**config.mk**
```make
export PLATFORM = sky130hd
export DESIGN_NAME = fmt_decoder
export DESIGN_NICKNAME = d
export VERILOG_FILES = /design/src/logic/fmt_decode_pkg.sv /design/src/logic/branch_target.sv /design/src/logic/index_scaler.sv /design/src/logic/fmt_decoder.sv
export SDC_FILE = /design/constraint.sdc
export NUM_CORES = 1
export LEC_CHECK = 0
export BUFFER_PORTS_ARGS = -buffer_cell sky130_fd_sc_hd__clkbuf_2
export CAP_MARGIN = 20
export CORE_UTILIZATION = 60
export CTS_CLUSTER_DIAMETER = 80
export DETAILED_ROUTE_END_ITERATION = 16
export PLACE_DENSITY = 0.82
export SLEW_MARGIN = 30
export SYNTH_ARGS = -nofsm -noshare
export SYNTH_HDL_FRONTEND = slang
export SYNTH_HIERARCHICAL = 1
export SYNTH_SLANG_ARGS = --single-unit
export TNS_END_PERCENT = 100
```
**constraint.sdc**
```tcl
create_clock -name sys_clk -period 10.8 [get_ports sys_clk]
set_input_delay 2.16 -clock sys_clk [delete_from_list [all_inputs] [get_ports sys_clk]]
set_output_delay 2.16 -clock sys_clk [all_outputs]
set_load 0.02 [all_outputs]
```
**src/logic/fmt_decode_pkg.sv**
```systemverilog
// Package for the branch and memory format decoder.
// Assumes 32-bit instruction words with the opcode in the top byte.
package fmt_decode_pkg;

	// ==========================================================
	// Field positions
	localparam int OPC_LSB        = 24;
	localparam int OPC_W          = 8;
	localparam int FIRST_SOURCE_FIELD_LSB       = 19;
	localparam int SECOND_SOURCE_FIELD_LSB       = 14;
	localparam int REG_W          = 5;
	localparam int COMPARE_BRANCH_FORMAT_M1_BIT    = 13;
	localparam int DISP_LSB       = 2;
	localparam int COMPARE_BRANCH_FORMAT_DISP_W    = 11;
	localparam int CTRL_DISP_W    = 22;
	localparam int MEM_SUB_BIT    = 12;
	localparam int SHORT_MODE_LSB = 12;
	localparam int EXT_MODE_LSB   = 10;
	localparam int OFFSET_W       = 12;
	localparam int SCALE_LSB      = 7;
	localparam int SCALE_W        = 3;
	localparam int INDEX_LSB      = 0;

	// ==========================================================
	// Opcode classes and constants
	localparam logic [3:0] CLASS_CTRL_A  = 4'h0;
	localparam logic [3:0] CLASS_CTRL_B  = 4'h1;
	localparam logic [3:0] CLASS_COMPARE_BRANCH_FORMAT_A  = 4'h2;
	localparam logic [3:0] CLASS_COMPARE_BRANCH_FORMAT_B  = 4'h3;
	localparam logic [4:0] TEST_PREFIX   = 5'h04;
	localparam logic [7:0] RETURN_OPCODE = 8'h0a;
	localparam logic [1:0] SHORT_ABS     = 2'h0;
	localparam logic [1:0] SHORT_REG     = 2'h2;
	localparam logic [3:0] EXT_REG_IND   = 4'h4;
	localparam logic [3:0] EXT_IP_DISP   = 4'h5;
	localparam logic [3:0] EXT_RESERVED  = 4'h6;
	localparam logic [3:0] EXT_REG_INDEX = 4'h7;
	localparam logic [3:0] EXT_ABS_DISP  = 4'hc;
	localparam logic [3:0] EXT_REG_DISP  = 4'hd;
	localparam logic [3:0] EXT_IDX_DISP  = 4'he;
	localparam logic [3:0] EXT_FULL      = 4'hf;
	localparam logic [2:0] SCALE_MAX     = 3'h4;
	localparam logic [31:0] IP_DISP_BIAS = 32'h00000008;

	// ==========================================================
	// Reset values
	localparam logic RESET_VALID = 1'b0;
	localparam logic RESET_READY = 1'b1;

	typedef enum logic [2:0] {
		FMT_OTHER,
		FMT_CTRL,
		FMT_COMPARE_BRANCH_FORMAT,
		FMT_MEM_SHORT,
		FMT_MEM_EXT
	} fmt_e;

	typedef struct packed {
		fmt_e             format;
		logic [7:0]       opcode;
		logic             first_source_field_is_literal;
		logic [4:0]       first_source_field_reg;
		logic [31:0]      first_source_field_literal;
		logic [4:0]       second_source_field_reg;
		logic [4:0]       dst_reg;
		logic [31:0]      target;
		logic [31:0]      ea;
		logic             two_word;
		logic             fault_invalid;
	} decode_s;

endpackage

```
**src/logic/branch_target.sv**
```systemverilog
// Word displacement to branch target: ip plus four times the signed count.
// Assumes the ip is that of the branch instruction itself.
`timescale 1ns/100ps
`default_nettype none
module branch_target #(
	parameter int DISP_W = 11
) (
	input  wire logic [31:0]       ip,
	input  wire logic [DISP_W-1:0] disp,
	output logic      [31:0]       target
);
	logic [31:0] byte_disp;

	// Sign extend then scale by four
	assign byte_disp = {{(30-DISP_W){disp[DISP_W-1]}}, disp, 2'b00};
	assign target    = ip + byte_disp;
endmodule
`default_nettype wire

```
**src/logic/index_scaler.sv**
```systemverilog
// Index scaling by a power of two taken from the scale field.
// Assumes reserved scale codes may give any value.
`timescale 1ns/100ps
`default_nettype none
module index_scaler (
	input  wire logic [31:0] index_value,
	input  wire logic [2:0]  scale,
	output logic      [31:0] scaled
);
	// Reserved codes shift further; result is unspecified anyway
	assign scaled = index_value << scale;
endmodule
`default_nettype wire

```
**src/logic/fmt_decoder.sv**
```systemverilog
// Decoder for compare-branch, control-transfer and memory formats.
// Assumes fetch presents abase and index register values with the word
// and delivers a second displacement word when one is required.
// Notes on behaviour
// - Compare-branch opcode is an eight-bit field.
// - First source is register when mode bit 0, literal when 1; second always register.
// - Compare-branch target is ip plus four times signed word displacement.
// - Condition-test uses first source only, as destination; mode bit ignored.
// - Control-transfer: eight-bit opcode, 22-bit word displacement; return ignores it.
// - Memory word bit 12 clear picks short format, set picks extended.
// - Both memory formats have eight-bit opcode and one register field.
// - Register field names load destination or store data register group.
// - Short format offset is an unsigned byte offset.
// - Short mode 00 address is the offset alone; base ignored.
// - Short mode 10 address is base plus offset.
// - Mode 0100 is base; 0111 base plus scaled index; one word each.
// - Mode 0101 takes two words; address is ip plus displacement plus 8.
// - Modes 1100 to 1111 take two words with displacement based sums.
// - Mode 0110 raises invalid opcode fault.
// - Displacement is the signed 32-bit word after the instruction.
// - Scale codes 000 to 100 multiply index by 1, 2, 4, 8, 16.
// - Literal is five bits zero extended to 32.
`timescale 1ns/100ps
`default_nettype none
module fmt_decoder
	import fmt_decode_pkg::*;
(
	input  wire logic        sys_clk,
	input  wire logic        sys_rst,
	input  wire logic        insn_valid,
	input  wire logic [31:0] insn_word,
	input  wire logic [31:0] insn_ip,
	input  wire logic [31:0] abase_data,
	input  wire logic [31:0] index_data,
	input  wire logic        disp_valid,
	input  wire logic [31:0] disp_word,
	output logic             insn_ready,
	output logic             out_valid,
	output decode_s          out
);

	// ==========================================================
	// Decode helpers
	function automatic fmt_e word_format(input logic [31:0] w);
		logic [3:0] cls;
		cls = w[28+:4];
		if (cls == CLASS_CTRL_A || cls == CLASS_CTRL_B)
			return FMT_CTRL;
		else if (cls == CLASS_COMPARE_BRANCH_FORMAT_A || cls == CLASS_COMPARE_BRANCH_FORMAT_B)
			return FMT_COMPARE_BRANCH_FORMAT;
		else if (w[31])
			return w[MEM_SUB_BIT] ? FMT_MEM_EXT : FMT_MEM_SHORT;
		else
			return FMT_OTHER;
	endfunction

	function automatic logic needs_disp(input logic [31:0] w);
		logic [3:0] m;
		m = w[EXT_MODE_LSB+:4];
		return (word_format(w) == FMT_MEM_EXT) &&
			(m == EXT_IP_DISP || m[3:2] == 2'b11);
	endfunction

	typedef enum logic [0:0] {
		ST_IDLE,
		ST_WAIT_DISP
	} state_e;

	state_e      state;
	logic [31:0] held_word;
	logic [31:0] held_ip;
	logic [31:0] held_base;
	logic [31:0] held_index;

	// ==========================================================
	// Current operands: live inputs when idle, held ones when waiting
	logic [31:0] cur_word;
	logic [31:0] cur_ip;
	logic [31:0] cur_base;
	logic [31:0] cur_index;
	fmt_e        cur_fmt;
	logic        cur_needs;
	logic        take_now;
	logic        take_first;
	logic        finish_disp;
	logic        is_test;

	assign cur_word    = (state == ST_IDLE) ? insn_word  : held_word;
	assign cur_ip      = (state == ST_IDLE) ? insn_ip    : held_ip;
	assign cur_base    = (state == ST_IDLE) ? abase_data : held_base;
	assign cur_index   = (state == ST_IDLE) ? index_data : held_index;
	assign cur_fmt     = word_format(cur_word);
	assign cur_needs   = needs_disp(cur_word);
	assign take_now    = (state == ST_IDLE) && insn_valid && !cur_needs;
	assign take_first  = (state == ST_IDLE) && insn_valid && cur_needs;
	assign finish_disp = (state == ST_WAIT_DISP) && disp_valid;
	assign is_test     = (cur_fmt == FMT_COMPARE_BRANCH_FORMAT) && (cur_word[27+:5] == TEST_PREFIX);

	// ==========================================================
	// Address arithmetic
	logic [31:0] compare_branch_format_target;
	logic [31:0] ctrl_target;
	logic [31:0] scaled_index;

	branch_target #(.DISP_W(COMPARE_BRANCH_FORMAT_DISP_W)) u_compare_branch_format_target (
		.ip     (cur_ip),
		.disp   (cur_word[DISP_LSB+:COMPARE_BRANCH_FORMAT_DISP_W]),
		.target (compare_branch_format_target)
	);

	branch_target #(.DISP_W(CTRL_DISP_W)) u_ctrl_target (
		.ip     (cur_ip),
		.disp   (cur_word[DISP_LSB+:CTRL_DISP_W]),
		.target (ctrl_target)
	);

	index_scaler u_scaler (
		.index_value (cur_index),
		.scale       (cur_word[SCALE_LSB+:SCALE_W]),
		.scaled      (scaled_index)
	);

	logic [31:0] offset_ext;
	logic [31:0] mem_ea;
	logic        mem_fault;
	logic [3:0]  ext_mode;

	// Offset is unsigned: zero extended, never sign extended
	assign offset_ext = {20'h00000, cur_word[0+:OFFSET_W]};
	assign ext_mode   = cur_word[EXT_MODE_LSB+:4];

	always_comb begin
		mem_ea    = 32'h00000000;
		mem_fault = 1'b0;
		if (cur_fmt == FMT_MEM_SHORT) begin
			case (cur_word[SHORT_MODE_LSB+:2])
				SHORT_ABS: mem_ea = offset_ext;
				SHORT_REG: mem_ea = cur_base + offset_ext;
				default:   mem_ea = offset_ext;
			endcase
		end else if (cur_fmt == FMT_MEM_EXT) begin
			// Displacement word is used as a full 32-bit signed value
			case (ext_mode)
				EXT_REG_IND:   mem_ea = cur_base;
				EXT_REG_INDEX: mem_ea = cur_base + scaled_index;
				EXT_IP_DISP:   mem_ea = cur_ip + disp_word + IP_DISP_BIAS;
				EXT_ABS_DISP:  mem_ea = disp_word;
				EXT_REG_DISP:  mem_ea = cur_base + disp_word;
				EXT_IDX_DISP:  mem_ea = scaled_index + disp_word;
				EXT_FULL:      mem_ea = cur_base + scaled_index + disp_word;
				default:       mem_fault = 1'b1;
			endcase
		end
	end

	// ==========================================================
	// Next decoded record
	decode_s next_out;

	always_comb begin
		next_out                 = '0;
		next_out.format          = cur_fmt;
		next_out.opcode          = cur_word[OPC_LSB+:OPC_W];
		next_out.second_source_field_reg        = cur_word[SECOND_SOURCE_FIELD_LSB+:REG_W];
		next_out.first_source_field_reg        = cur_word[FIRST_SOURCE_FIELD_LSB+:REG_W];
		next_out.two_word        = cur_needs;
		case (cur_fmt)
			FMT_COMPARE_BRANCH_FORMAT: begin
				next_out.target = compare_branch_format_target;
				if (is_test) begin
					// Only first field used, as the result register
					next_out.dst_reg = cur_word[FIRST_SOURCE_FIELD_LSB+:REG_W];
				end else if (cur_word[COMPARE_BRANCH_FORMAT_M1_BIT]) begin
					next_out.first_source_field_is_literal = 1'b1;
					next_out.first_source_field_literal = {27'h0000000, cur_word[FIRST_SOURCE_FIELD_LSB+:REG_W]};
				end
			end
			FMT_CTRL: begin
				if (cur_word[OPC_LSB+:OPC_W] != RETURN_OPCODE)
					next_out.target = ctrl_target;
			end
			FMT_MEM_SHORT, FMT_MEM_EXT: begin
				// Load destination or first of a group; store data source
				next_out.dst_reg       = cur_word[FIRST_SOURCE_FIELD_LSB+:REG_W];
				next_out.ea            = mem_ea;
				next_out.fault_invalid = mem_fault;
			end
			default: begin
				next_out.target = 32'h00000000;
			end
		endcase
	end

	// ==========================================================
	// Sequencing of one- and two-word instructions
	always_ff @(posedge sys_clk or posedge sys_rst) begin
		if (sys_rst) begin
			state <= ST_IDLE;
		end else begin
			case (state)
				ST_IDLE: begin
					if (take_first)
						state <= ST_WAIT_DISP;
				end
				ST_WAIT_DISP: begin
					if (disp_valid)
						state <= ST_IDLE;
				end
				default: state <= ST_IDLE;
			endcase
		end
	end

	always_ff @(posedge sys_clk or posedge sys_rst) begin
		if (sys_rst) begin
			held_word  <= 32'h00000000;
			held_ip    <= 32'h00000000;
			held_base  <= 32'h00000000;
			held_index <= 32'h00000000;
		end else if (take_first) begin
			held_word  <= insn_word;
			held_ip    <= insn_ip;
			held_base  <= abase_data;
			held_index <= index_data;
		end
	end

	always_ff @(posedge sys_clk or posedge sys_rst) begin
		if (sys_rst) begin
			insn_ready <= RESET_READY;
		end else begin
			insn_ready <= !(take_first || ((state == ST_WAIT_DISP) && !disp_valid));
		end
	end

	always_ff @(posedge sys_clk or posedge sys_rst) begin
		if (sys_rst) begin
			out_valid <= RESET_VALID;
			out       <= '0;
		end else begin
			out_valid <= take_now || finish_disp;
			if (take_now || finish_disp)
				out <= next_out;
		end
	end
endmodule
`default_nettype wire

```
==> impl_results.md <==
* Yosys reg bits at 229
* CP Capture Type: flip-flop
* VDD IR max at around 0.00021 V
* WP data required at 11.31 ns
* Synth area leader: dfrtp_1
* Critical path fanouts, max at 31
* Fillcell total at 3109
* Die height at between 150 and 200 um
* Largest net degree at the start of global routing at 82
* # DRC at 0
* CTS Buffer Depth at 3
* First-pass GRT wire length at 124 mm
* Clk slew on worst S/H paths at 0.07 ns
* Layout cells sized above 1 at 23.4%
* Area share of the largest cell type after synthesis at 24.9%
* Power Density at around 180 nW/um^2
* Worst r2r path cells at 24
* TritonRoute pass-1 iters at 8
* Number of flops mapped to enable cells by yosys at 0
* DPL Wire Length at approximately 63 mm
* Vias/cell at a little under 7
* Reg2reg setup slack at 2.98 ns
* Critical path's slowest cell: mux2_2
* # setup viols final at 0
* Fin. Hold Viols at 0
* Hold EP: out[113]
* Final Hold Slack at 0.486 ns
* RSZ-0062 raised after global routing: no
* IO Pins at between 200 and 300
* Fin crit share at just under 80%
* Sequential area share after synthesis at 25.0%
* Max Slew Vio Count at 0
* Ys flop type: dfrtp_1
* Final wirelength at between 80 and 90 mm
* PostCTS Resize Cnt at 0
* Levels on crit path at 25
* Clock Skew at 0.0182 ns
* Row count at 71
* CP peak stage delay at 0.62 ns
* Routed WL per cell at approximately 25 um
* Num CTS Buffers at 27
* Core ar. at 37700 sq um
* Antenna violations before repair at 5
* Period minus WS final at ~8.3 ns
* Die Width at 198 um
* Mean area per synthesized cell at approximately 8.9 sq um
* Post-Syn Area at between 20000 and 25000 sq um
* Final nets at 3134
* Critical path arrival at between 8 and 9 ns
* Pleak at 11.4 nW
* Max-Cap Viols at 0
* Clock sink total at 229
* Total grt overflow at 0
* PortBufs at 263
* Buf/Inv on CP at 1
* R2R Path Start: state
* CP dominant cell by count: o21ai_0
* P&R area growth vs syn at 10.7%
* CTS Hold Bufs at 0
* CTS tree: yes
* Synth Instances at 2584
* Clock root cell: clkbuf_16
* Yosys cell types at around 110
* Routed Antenna Nets at 0
* Die ar. at 39000 sq um
* Setup TNS at 0 ns
* Max frequency at 0.120 GHz
* Most instantiated library cell after synthesis: mux2_2
* Tightest Pin Transition at 1.05 ns
* Clock latency on the worst-skew pair at 0.57 ns
* Postcts setup bufs at 0
* CP top delay family: compound AO/OA/AOI/OAI gates
* R2R Path End: out[33]
* Most common library cells after synthesis: mux2_2, nor2_1, dfrtp_1
* Setup CP Type: in -> reg
* Iteration-0 DRC Markers at 2006
* Placer Congestion at 1.01
* Total number of vias at 22400
* Syn. warnings at 6
* Vias in the first global route at 21700
* Status: finished, final reports clean
* Cell count of the worst hold path at 1
* H-tree depth at 1
* Ys async rst share at 100%
* Hold Crit Start: out[113]
* Global Route Usage Sum at 41.4%
* Top cells by area, synth: dfrtp_1, mux2_2, ha_1, xnor2_1, a21oi_1
* Hold Crit Class: reg -> reg
* Crit start category: primary input
* Starting Density at between 60 and 70%
* Slew margin rel. at 30.2%
[how the worst max path moves through the flow]
stage / startpoint / to / slack (ns)
3_3_place_gp: insn_word[7] / out[33] / 2.06
6_report: insn_word[7] / out[33] / 2.46
3_5_place_dp: insn_word[7] / out[33] / 1.88
2_1_floorplan: sys_rst / held_base[0] / 2.37
4_1_cts: insn_word[7] / out[33] / 2.46
5_1_grt: insn_word[7] / out[33] / 1.99
[area by class of cell]
class                   instances  area, sq um  area share, %
multi-input cells            2130        16200           63.7
flip-flops and latches        229         5740           22.6
repair buffers                291         1550           6.09
clock buffers                  34          762           3.00
well taps                     511          639           2.52
inverters                      90          345           1.36
clock inverters                15          200          0.788
diodes                          2         5.00         0.0197
[cells in the final DEF, fill, tap and decap left out, drive strengths merged, types with 10 or more instances in the layout]
cell type	synthesis	routed
clkbuf	80	297
mux2	240	240
nor2	233	233
dfrtp	228	228
a21oi	199	199
ha	195	195
nand2	188	188
o21ai	140	140
xnor2	112	112
inv	89	91
a221oi	83	83
mux2i	79	79
a21o	60	60
xor2	51	51
o22ai	45	45
nand3	44	44
nor3	31	31
buf	81	28
o21a	27	27
conb	1	27
a31oi	26	26
o21bai	26	26
nor2b	25	25
o211ai	23	23
o221ai	19	19
a211oi	18	18
nand4	17	17
and3	15	15
o31ai	15	15
nand2b	13	13
a222oi	11	11
a22oi	11	11
a22o	10	10
a221o	10	10
[flip-flops by register name, summed over array words and instances, names as in the netlist]
signal,count
held_base,32
state,1
held_ip,32
out_valid,1
out,98
held_word,32
insn_ready,1
held_index,32
[power breakdown]
group          internal [mW]  total [mW]  switching [mW]
clock network          0.596       0.993           0.396
logic                  0.907        2.34            1.44
registers               1.05        1.17           0.119
total                   2.56        4.51            1.95
[through the flow]
stage	instances	worst slack [ns]	cell area (sq um)	power, mW	util (%)
floorplan	2610	2.37	23000	2.83	-
detailed placement	3251	1.88	24400	3.45	64.8
global route	3302	1.99	25400	4.73	67.4
global placement	3251	2.06	24400	3.40	64.8
finish	3302	2.46	25400	4.51	67.4
CTS	3300	2.46	25400	4.45	67.4
[kinds of logic (layout without fill, tap and decap cells)]
family	count (synthesis)	in the layout	synth area share [%]
other	1	29	0.0163
buffers and inverters	251	430	5.24
adders and majority gates	201	201	11.2
muxes	319	319	15.3
DFF	229	229	25.0
and+or+nand+nor	620	620	12.4
AOI/OAI and AO/OA	800	800	24.7
xor gates and xnor gates	163	163	6.25
[per-layer routing]
metal / track usage [%] / routed length (um) / share of wire [%] / vias to the layer above
met3: 7.97 / 8290 / 10 / 343
met1: 52.0 / 32600 / 39 / 10700
met5: 0 / 48 / 0.058 / -
met2: 65.9 / 36500 / 44 / 1294
met4: 24.3 / 5210 / 6.3 / 6
li1: - / - / - / 10000
Power figures use the tool's default switching activity.
